===== config.mk =====
export PLATFORM = sky130hd
export DESIGN_NAME = gpsl_top
export DESIGN_NICKNAME = d
export VERILOG_FILES = /design/src/gpsl_pkg.sv /design/src/gpsl_led_if.sv /design/src/gpsl_top.sv /design/src/gpsl_led.sv
export SDC_FILE = /design/constraint.sdc
export NUM_CORES = 1
export LEC_CHECK = 0
export BUFFER_PORTS_ARGS = -buffer_cell sky130_fd_sc_hd__buf_2
export CELL_PAD_IN_SITES_DETAIL_PLACEMENT = 1
export CELL_PAD_IN_SITES_GLOBAL_PLACEMENT = 1
export CORE_AREA = 5 5 116 118
export DETAILED_ROUTE_END_ITERATION = 16
export DIE_AREA = 0 0 121 123
export PLACE_DENSITY = 0.77
export SLEW_MARGIN = 40
export SYNTH_ARGS = -nofsm -noshare
export SYNTH_HDL_FRONTEND = slang
export SYNTH_SLANG_ARGS = --single-unit

===== constraint.sdc =====
create_clock -name SYS_CLK -period 9.3 [get_ports SYS_CLK]
set_input_delay 1.86 -clock SYS_CLK [delete_from_list [all_inputs] [get_ports SYS_CLK]]
set_output_delay 1.86 -clock SYS_CLK [all_outputs]
set_load 0.02 [all_outputs]

===== src/gpsl_pkg.sv =====
// gpsl_pkg: constants, encodings and helpers for the pin bank with status indicator
package gpsl_pkg;

  // ==========================================================================
  // bank shape
  localparam int unsigned NPINS     = 10;
  localparam int unsigned PIN_W     = 4;
  localparam int unsigned STAT_PIN  = 0;   // first pin of the bank carries the indicator

  // ==========================================================================
  // pin modes, same numbering as the configuration command
  localparam logic [1:0] MODE_IN    = 2'h0;
  localparam logic [1:0] MODE_OUT   = 2'h1;
  localparam logic [1:0] MODE_ALT   = 2'h2;

  // ==========================================================================
  // reset values
  localparam logic [1:0] MODE_RST   = MODE_IN;
  localparam logic       OUT_RST    = 1'b0;

  // ==========================================================================
  // device status seen by the indicator
  typedef enum logic [2:0] {
    DS_OFF     = 3'h0,
    DS_NOREG   = 3'h1,
    DS_IDLE    = 3'h2,
    DS_IDLE_PS = 3'h3,
    DS_VOICE   = 3'h4,
    DS_DIALUP  = 3'h5
  } gpsl_dev_t;

  // ==========================================================================
  // timing
  localparam int unsigned CLK_HZ      = 200_000_000;
  localparam int unsigned ON_TIME_MS  = 1000;
  localparam int unsigned OFF_TIME_MS = 2000;
  localparam int unsigned CNT_W       = 32;
  localparam logic [CNT_W-1:0] ON_CYC  = CNT_W'(ON_TIME_MS * (CLK_HZ / 1000));
  localparam logic [CNT_W-1:0] OFF_CYC = CNT_W'(OFF_TIME_MS * (CLK_HZ / 1000));

  // ==========================================================================
  // helpers
  function automatic logic [1:0] mode_of(input logic [NPINS-1:0][1:0] modes,
                                         input int unsigned idx);
    mode_of = modes[idx];
  endfunction : mode_of

  function automatic logic pin_ok(input logic [PIN_W-1:0] pin);
    pin_ok = (pin < PIN_W'(NPINS));
  endfunction : pin_ok

endpackage : gpsl_pkg


===== src/gpsl_led_if.sv =====
// gpsl_led_if: status to indicator link between the pin bank and the pattern generator
`timescale 1ns/100ps
interface gpsl_led_if;
  gpsl_pkg::gpsl_dev_t dev_state;
  logic                wake;
  logic                led_on;

  modport ctrl (output dev_state, output wake, input led_on);
  modport gen  (input dev_state, input wake, output led_on);
endinterface : gpsl_led_if


===== src/gpsl_top.sv =====
// gpsl_top: ten-pin configurable bank with status indicator on the first pin
//
// How it works
// - input pin is read-only; read returns the sampled pad level
// - output pin takes writes setting pad level; read returns set value
// - alternate-function pin is driven by internal function logic, not writes
// - output pin drives both levels, push-pull, enable always on
// - indicator is pin zero alternate function, routed only when selected
// - indicator pin level is inverse of LED state
// - registered idle: LED on one second, off two seconds, repeating
// - dial-up: same one second on, two seconds off pattern
// - idle with power saving: indicator updates only on wake-up events
// - LED steady on unregistered or in voice call, steady off when off
`timescale 1ns/100ps
module gpsl_top #(
  parameter logic [gpsl_pkg::CNT_W-1:0] ON_CYC  = gpsl_pkg::ON_CYC,
  parameter logic [gpsl_pkg::CNT_W-1:0] OFF_CYC = gpsl_pkg::OFF_CYC
) (
  input  wire logic                          SYS_CLK,
  input  wire logic                          RST_B,
  // pads
  input  wire logic [gpsl_pkg::NPINS-1:0]    PAD_IN,
  output wire logic [gpsl_pkg::NPINS-1:0]    PAD_OUT,
  output wire logic [gpsl_pkg::NPINS-1:0]    PAD_OE,
  // pin configuration
  input  wire logic                          CFG_WR,
  input  wire logic [gpsl_pkg::PIN_W-1:0]    CFG_PIN,
  input  wire logic [1:0]                    CFG_MODE,
  // output level writes
  input  wire logic                          OUT_WR,
  input  wire logic [gpsl_pkg::PIN_W-1:0]    OUT_PIN,
  input  wire logic                          OUT_LEVEL,
  // read-back
  output wire logic [gpsl_pkg::NPINS-1:0]    RD_LEVEL,
  output wire logic [2*gpsl_pkg::NPINS-1:0]  RD_MODE,
  // other alternate functions
  input  wire logic [gpsl_pkg::NPINS-1:0]    ALT_OUT,
  input  wire logic [gpsl_pkg::NPINS-1:0]    ALT_OE,
  // device status for the indicator
  input  wire logic [2:0]                    DEV_STATE,
  input  wire logic                          WAKE_EVT,
  output wire logic                          STAT_LED_ON
);

  typedef struct packed {
    logic [gpsl_pkg::NPINS-1:0][1:0] mode;
    logic [gpsl_pkg::NPINS-1:0]      out_val;
    logic [gpsl_pkg::NPINS-1:0]      meta;
    logic [gpsl_pkg::NPINS-1:0]      pad_s;
    logic [gpsl_pkg::NPINS-1:0]      rd;
    logic [gpsl_pkg::NPINS-1:0]      po;
    logic [gpsl_pkg::NPINS-1:0]      poe;
    logic                            led;
  } gpsl_st_t;

  gpsl_st_t s_q;
  gpsl_st_t s_d;

  logic     rst_meta_q;
  logic     rst_n;

  gpsl_led_if led_if ();

  // ==========================================================================
  // reset release
  // assertion is immediate, release waits two edges to avoid a torn exit
  always_ff @(posedge SYS_CLK or negedge RST_B)
  begin
    if (!RST_B)
    begin
      rst_meta_q <= 1'b0;
      rst_n      <= 1'b0;
    end
    else
    begin
      rst_meta_q <= 1'b1;
      rst_n      <= rst_meta_q;
    end
  end

  // ==========================================================================
  // indicator pattern
  assign led_if.dev_state = gpsl_pkg::gpsl_dev_t'(DEV_STATE);
  assign led_if.wake      = WAKE_EVT;

  gpsl_led #(
    .ON_CYC  (ON_CYC),
    .OFF_CYC (OFF_CYC)
  ) u_led (
    .clk   (SYS_CLK),
    .rst_n (rst_n),
    .led   (led_if.gen)
  );

  // ==========================================================================
  // next state
  always_comb
  begin
    s_d = s_q;

    // pads are asynchronous: two stages before anything looks at them
    s_d.meta  = PAD_IN;
    s_d.pad_s = s_q.meta;

    // mode 3 is not a valid selection and leaves the pin as it was
    if (CFG_WR && gpsl_pkg::pin_ok(CFG_PIN) && (CFG_MODE != 2'h3))
    begin
      s_d.mode[CFG_PIN] = CFG_MODE;
    end

    // level is kept even while not an output, so it can be preset
    if (OUT_WR && gpsl_pkg::pin_ok(OUT_PIN))
    begin
      s_d.out_val[OUT_PIN] = OUT_LEVEL;
    end

    s_d.led = led_if.led_on;

    for (int unsigned i = 0; i < gpsl_pkg::NPINS; i++)
    begin
      case (gpsl_pkg::mode_of(s_q.mode, i))
        gpsl_pkg::MODE_OUT:
        begin
          s_d.po[i]  = s_q.out_val[i];
          s_d.poe[i] = 1'b1;
          s_d.rd[i]  = s_q.out_val[i];
        end
        gpsl_pkg::MODE_ALT:
        begin
          if (i == gpsl_pkg::STAT_PIN)
          begin
            // inverting transistor outside: pad low lights the LED
            s_d.po[i]  = ~led_if.led_on;
            s_d.poe[i] = 1'b1;
          end
          else
          begin
            s_d.po[i]  = ALT_OUT[i];
            s_d.poe[i] = ALT_OE[i];
          end
          s_d.rd[i] = s_q.pad_s[i];
        end
        default:
        begin
          s_d.po[i]  = 1'b0;
          s_d.poe[i] = 1'b0;
          s_d.rd[i]  = s_q.pad_s[i];
        end
      endcase
    end
  end

  // ==========================================================================
  // state register
  always_ff @(posedge SYS_CLK or negedge rst_n)
  begin
    if (!rst_n)
    begin
      s_q.mode    <= {gpsl_pkg::NPINS{gpsl_pkg::MODE_RST}};
      s_q.out_val <= {gpsl_pkg::NPINS{gpsl_pkg::OUT_RST}};
      s_q.meta    <= '0;
      s_q.pad_s   <= '0;
      s_q.rd      <= '0;
      s_q.po      <= '0;
      s_q.poe     <= '0;
      s_q.led     <= 1'b0;
    end
    else
    begin
      s_q <= s_d;
    end
  end

  // ==========================================================================
  // outputs
  assign PAD_OUT     = s_q.po;
  assign PAD_OE      = s_q.poe;
  assign RD_LEVEL    = s_q.rd;
  assign RD_MODE     = s_q.mode;
  assign STAT_LED_ON = s_q.led;

endmodule : gpsl_top


===== src/gpsl_led.sv =====
// gpsl_led: status indicator pattern generator (steady levels and blink)
`timescale 1ns/100ps
module gpsl_led #(
  parameter logic [gpsl_pkg::CNT_W-1:0] ON_CYC  = gpsl_pkg::ON_CYC,
  parameter logic [gpsl_pkg::CNT_W-1:0] OFF_CYC = gpsl_pkg::OFF_CYC
) (
  input  wire logic   clk,
  input  wire logic   rst_n,
  gpsl_led_if.gen     led
);

  typedef enum logic [2:0] {
    LS_DARK = 3'b001,
    LS_LIT  = 3'b010,
    LS_GAP  = 3'b100
  } gpsl_ls_t;

  typedef struct packed {
    gpsl_ls_t                   st;
    logic [gpsl_pkg::CNT_W-1:0] cnt;
  } gpsl_led_st_t;

  gpsl_led_st_t s_q;
  gpsl_led_st_t s_d;

  // ==========================================================================
  // pattern
  always_comb
  begin
    s_d = s_q;
    s_d.cnt = s_q.cnt + 1'b1;
    case (led.dev_state)
      gpsl_pkg::DS_NOREG, gpsl_pkg::DS_VOICE:
      begin
        s_d.st  = LS_LIT;
        s_d.cnt = '0;
      end
      gpsl_pkg::DS_IDLE, gpsl_pkg::DS_DIALUP:
      begin
        case (s_q.st)
          LS_LIT:
            if (s_q.cnt >= ON_CYC - 1'b1)
            begin
              s_d.st  = LS_GAP;
              s_d.cnt = '0;
            end
          LS_GAP:
            if (s_q.cnt >= OFF_CYC - 1'b1)
            begin
              s_d.st  = LS_LIT;
              s_d.cnt = '0;
            end
          default:
          begin
            s_d.st  = LS_LIT;
            s_d.cnt = '0;
          end
        endcase
      end
      gpsl_pkg::DS_IDLE_PS:
      begin
        // one lit period per wake-up, then dark until the next paging wake
        case (s_q.st)
          LS_LIT:
            if (s_q.cnt >= ON_CYC - 1'b1)
            begin
              s_d.st  = LS_DARK;
              s_d.cnt = '0;
            end
          default:
          begin
            s_d.cnt = '0;
            s_d.st  = led.wake ? LS_LIT : LS_DARK;
          end
        endcase
      end
      default:
      begin
        s_d.st  = LS_DARK;
        s_d.cnt = '0;
      end
    endcase
  end

  always_ff @(posedge clk or negedge rst_n)
  begin
    if (!rst_n)
    begin
      s_q.st  <= LS_DARK;
      s_q.cnt <= '0;
    end
    else
    begin
      s_q <= s_d;
    end
  end

  assign led.led_on = (s_q.st == LS_LIT);

endmodule : gpsl_led


# == Word level (Yosys, flattened, before mapping) ==
# Cells that the tools add are included.
# classes
magnitude_cmp,8
bitwise,1
add_sub_neg,1
eq_ne,31
mux,43
n_reduce_logical,9
# op_table
cell,count
2-to-1 mux 35 bit,4
case mux 35 bit (3 select lines),1
case mux 35 bit (2 select lines),1
case mux 1 bit (2 select lines),19
adder 32 x 1 -> 32 bit (second input constant),1
>= comparator 32 x 28 -> 1 bit (second input constant),1
>= comparator 32 x 29 -> 1 bit (second input constant),1
bitwise mux 20 bit,1
== test 2 x 1 -> 1 bit (second input constant),10
== test 2 bit (second input constant),10
2-to-1 mux 1 bit,12
bitwise mux 10 bit,1
less-than comparator 4 x 5 -> 1 bit (second input constant),2
== test 3 x 2 -> 1 bit (second input constant),3
== test 3 bit (second input constant),3
inequality test 3 x 2 -> 1 bit (second input constant),3
demux 2 bit (select 4 bit),1
>= comparator 4 x 1 -> 1 bit (second input constant),2
less-than comparator 4 bit (second input constant),2
OR reduction 2 bit,3
logical AND 1 bit,5
demux 1 bit (select 4 bit),1
2-to-1 mux 2 bit,2
== test 3 x 1 -> 1 bit (second input constant),1
other kinds (3),3
# word_totals
output_inout_bits,51
wordCells,114
reg_bits,118

# == Longest topological paths before layout ==
# depth
depth_word,5
depth_mapped,8
ltp_nobuf,6

# == Modules after synthesis ==
# Synthesis repeated with hierarchy kept, for this count alone.
# unflattened
cells_unflattened,527
hier_area_um2,5790.6
# by_module_without_submodules
mod,cells_each,n_inst,area_each_um2
gpsl_top,314,1,3687.3
gpsl_led,213,1,2103.3

# == Worst setup path before layout ==
# OpenSTA, ideal clock, no wires.
# synth_timing
kind,in2reg
startpoint,input DEV_STATE[2]
endpoint,register u_led.s_q[19] in the netlist's numbering
required_ns,9.229
arrival_time_ns,3.074
stages,7
setup_ns,0.071
slack_ns,6.154
path_cell_list,nand2b_1 -> o22a_1 -> a2111oi_0 -> a32oi_1 -> buf_4 -> buf_6 -> nor2_1
# synth_rtl
element,line_no,rtl
start: declaration,gpsl_top.sv:40,"input wire logic [2:0] DEV_STATE,"
end: declaration,gpsl_led.sv:23,gpsl_led_st_t s_q;

# == Worst setup path in the final report ==
# layout_timing
startpoint,input CFG_MODE[0]
endpoint,"register s_q, in the netlist RD_MODE[3]"
# layout_between
elab_chain_len,2
# layout_lines
element,line_no,rtl
start: declaration,gpsl_top.sv:28,"input wire logic [1:0] CFG_MODE,"
inequality test 2 bit,gpsl_top.sv:106,if (CFG_WR && gpsl_pkg::pin_ok(CFG_PIN) && (CFG_MODE != 2'h3))
logical AND 1 bit,gpsl_top.sv:106,
end: declaration,gpsl_top.sv:56,gpsl_st_t s_q;
# Every way passes these cells.
# A chain may end at the register's enable or synchronous reset.

==> run_results.csv <==
group,metric,value,unit
routing,dr.pass1.iters,4,
placement,postPlaceCellArea,5760,µm²
grt,antenna_found_initial,0,
cts,cts_buffers,17,
grt,grt_pass1_wl,19800,µm
timing,tightest_slew,0.632,ns
cts,ctsHoldBuffers,0,
synth,yosysTopAreaCell,"dfrtp_1",
flow_run,maxCapViolations,0,
critical_path,critPathSlowestCell,"or3_1",
cts,post_cts_resized,0,
placement,place_inst,710,
synth,synth_top_area_share,53.8,%
power_and_ir_drop,peakVddDrop,0.0875,mV
synth,netlist_top_cells_area,"dfrtp_1, buf_4, mux2_2",
timing,final-hold-violation-count,0,
critical_path,worstSetupPathType,"in2reg",
hold_path,hold_class,"reg2reg",
critical_path,startpoint_type,"primary input",
routing,ant_nets,0,
grt,grt_pass1_vias,3994,
routing,via_count,3638,
floorplan,start_util,44.0,%
synth,ys_types,51,
power_and_ir_drop,leakage,0.00303,µW
cts,cts.sinks,118,
timing,rsz0062_at_grt,"no",
synth,synth.avg_cell_area,11.0,µm²
finish,drive_gt1_share,29.5,%
cts,cts_setup_buffers,0,
critical_path,slowest_delay,0.41,ns
synth,synth_warnings,0,
timing,finalCritPeriodShare,33.7,%
timing,max_clock_freq,319,MHz
finish,areaGrowthSynthToFinish,17.4,%
routing,drc,0,
timing,maxSlewHeadroom,57.9,%
critical_path,critical_path_buf_inv_count,1,
run_status,outcome,"finished clean",
cts,worstSkewPairLatency,0.41,ns
critical_path,arrival,3.42,ns
cts,htree_levels,4,
cts,clockRootBuffer,"clkbuf_16",
critical_path,cp_cell_sequence,"buf_2 -> nand2_1 -> nand2_1 -> or3_1 -> nor3b_1 -> mux2_2",
synth,netlist_area,5440,µm²
synth,synthCells,497,
finish,stdcell_count,742,
cts,cts_max_path_buffers,2,
routing,wl,11800,µm
grt,grtUsageTotal,17.3,%
synth,ys_seq_area_share,54.3,%
floorplan,die_y,123,µm
timing,period_minus_slack,3.13,ns
synth,synth_edf_count,0,
placement,gp_congestion,0.794,
finish,stdcell_area,6390,µm²
power_and_ir_drop,power,1590,µW
floorplan,core-area,12400,µm²
cts,clkSlewWorstSetupHoldPaths,0.05,ns
floorplan,fp.dieW,121,µm
power_and_ir_drop,pwr_density_cell,248,nW/µm²
timing,final-setup-viol-count,0,
timing,fin_skew,0.00705,ns
finish,layout.nets,627,
synth,synthFlopType,"dfrtp_1",
critical_path,worstPathMaxFanout,11,
placement,place_hpwl,8370,µm
routing,vias_per_cell,4.90,
finish,final_core_util,51.7,%
timing,slew_violations,0,
placement,portBuffers,97,
grt,grt_overflow,0,
cts,cts_tree,"built",
synth,ys_seq_elements,118,
synth,synth-async-reset-ratio,100,%
finish,n_antenna_cell,0,
floorplan,num_rows,41,
critical_path,path_delay_family,"simple AND/OR/NAND/NOR gates",
grt,grt_max_degree,70,
critical_path,end_kind,"register",
critical_path,cpMostUsedCell,"nand2_1",
floorplan,dieArea,14900,µm²
critical_path,cp_data_required_time,9.59,ns
routing,wire_per_inst,16.0,µm
timing,fin_setup_tns,0,ns
routing,drt_iter0_drc,181,
floorplan,num_io_pins,100,
## worst paths after layout
check | cells after the start | slack (ns) | to | from
worst max-delay path | 6 | 6.17 | RD_MODE[3] | CFG_MODE[0]
worst min-delay path | 0 | 0.34 | s_q[39] | s_d[39]
worst max register to register | 7 | 6.98 | u_led.s_q[23] | u_led.s_q[0]
worst min register to register | 0 | 0.34 | s_q[39] | s_d[39]
max in group asynchronous | 1 | 7.91 | u_led.s_q[0] | rst_n
min in group asynchronous | 0 | 0.35 | s_q[35] | rst_n
## per-layer routing
metal	wire (µm)	global-route usage, %
met5	0	0
met4	141	5.31
met3	612	6.72
met2	6220	30.0
met1	4870	19.7
## area by class of cell
type	instances	area, µm²
Fill cell	1367	5980
Sequential cell	118	2960
Multi-Input combinational cell	288	1960
Timing Repair Buffer	99	504
Clock buffer	23	478
Tap cell	172	215
Clock inverter	9	148
Inverter	33	124
## sequential cells by signal (all words and copies together), names as in the netlist
signal	flops
s_q	20
STAT_LED_ON	1
rst_meta_q	1
s_d	10
RD_MODE	20
PAD_OE	10
PAD_OUT	10
RD_LEVEL	10
u_led.s_q	35
rst_n	1
## cell usage in the layout (no fill, tap or decap), types with 2 or more instances in the layout
cell type and count:
ha_1 21, xnor2_1 12, inv_1 33, nand2b_1 5, clkbuf_8 3, a21oi_1 24
o22a_1 2, a211oi_1 2, nor3_1 7, nor3b_1 4, mux2_2 30, nand3_1 10
nand3b_1 4, and3_1 5, nand2_1 38, nor2b_1 4, xor2_1 15, clkinv_2 4
conb_1 4, buf_2 97, clkbuf_1 3, dfrtp_1 116, bufinv_16 4, o21ai_0 11
clkbuf_16 17, nand4b_1 2, nand4_1 13, nor2_1 50
## report_power, final
group	leakage [µW]	total [µW]	internal, µW	switching, µW
clock network	0.000307	687	467	220
logic	0.00122	271	104	167
registers	0.00151	629	584	44.8
## cell usage after synthesis (6+ instances only)
cell type / number
dfrtp_1: 117
buf_4: 51
nor2_1: 50
nand2_1: 38
inv_1: 33
mux2_2: 30
a21oi_1: 24
ha_1: 21
xor2_1: 15
nand4_1: 13
xnor2_1: 12
o21ai_0: 11
nand3_1: 10
nor3_1: 8
clkbuf_1: 6
## per-stage QoR
step / setup WS [ns] / hold slack [ns]
CTS: 6.16 / 0.348
floorplan: 5.77 / 0.331
detailed placement: 5.82 / 0.336
finish: 6.17 / 0.345
global route: 6.14 / 0.351
global placement: 5.84 / 0.332
## kinds of logic after synthesis
kind of cell    synth area share, %
compound gates                 5.26
xor+xnor                       4.34
fa+ha+maj                      4.83
buf+inv                        10.1
flops                          54.3
mux                            6.21
other cells                   0.138
simple gates                   14.9
Power figures use the tool's default switching activity.
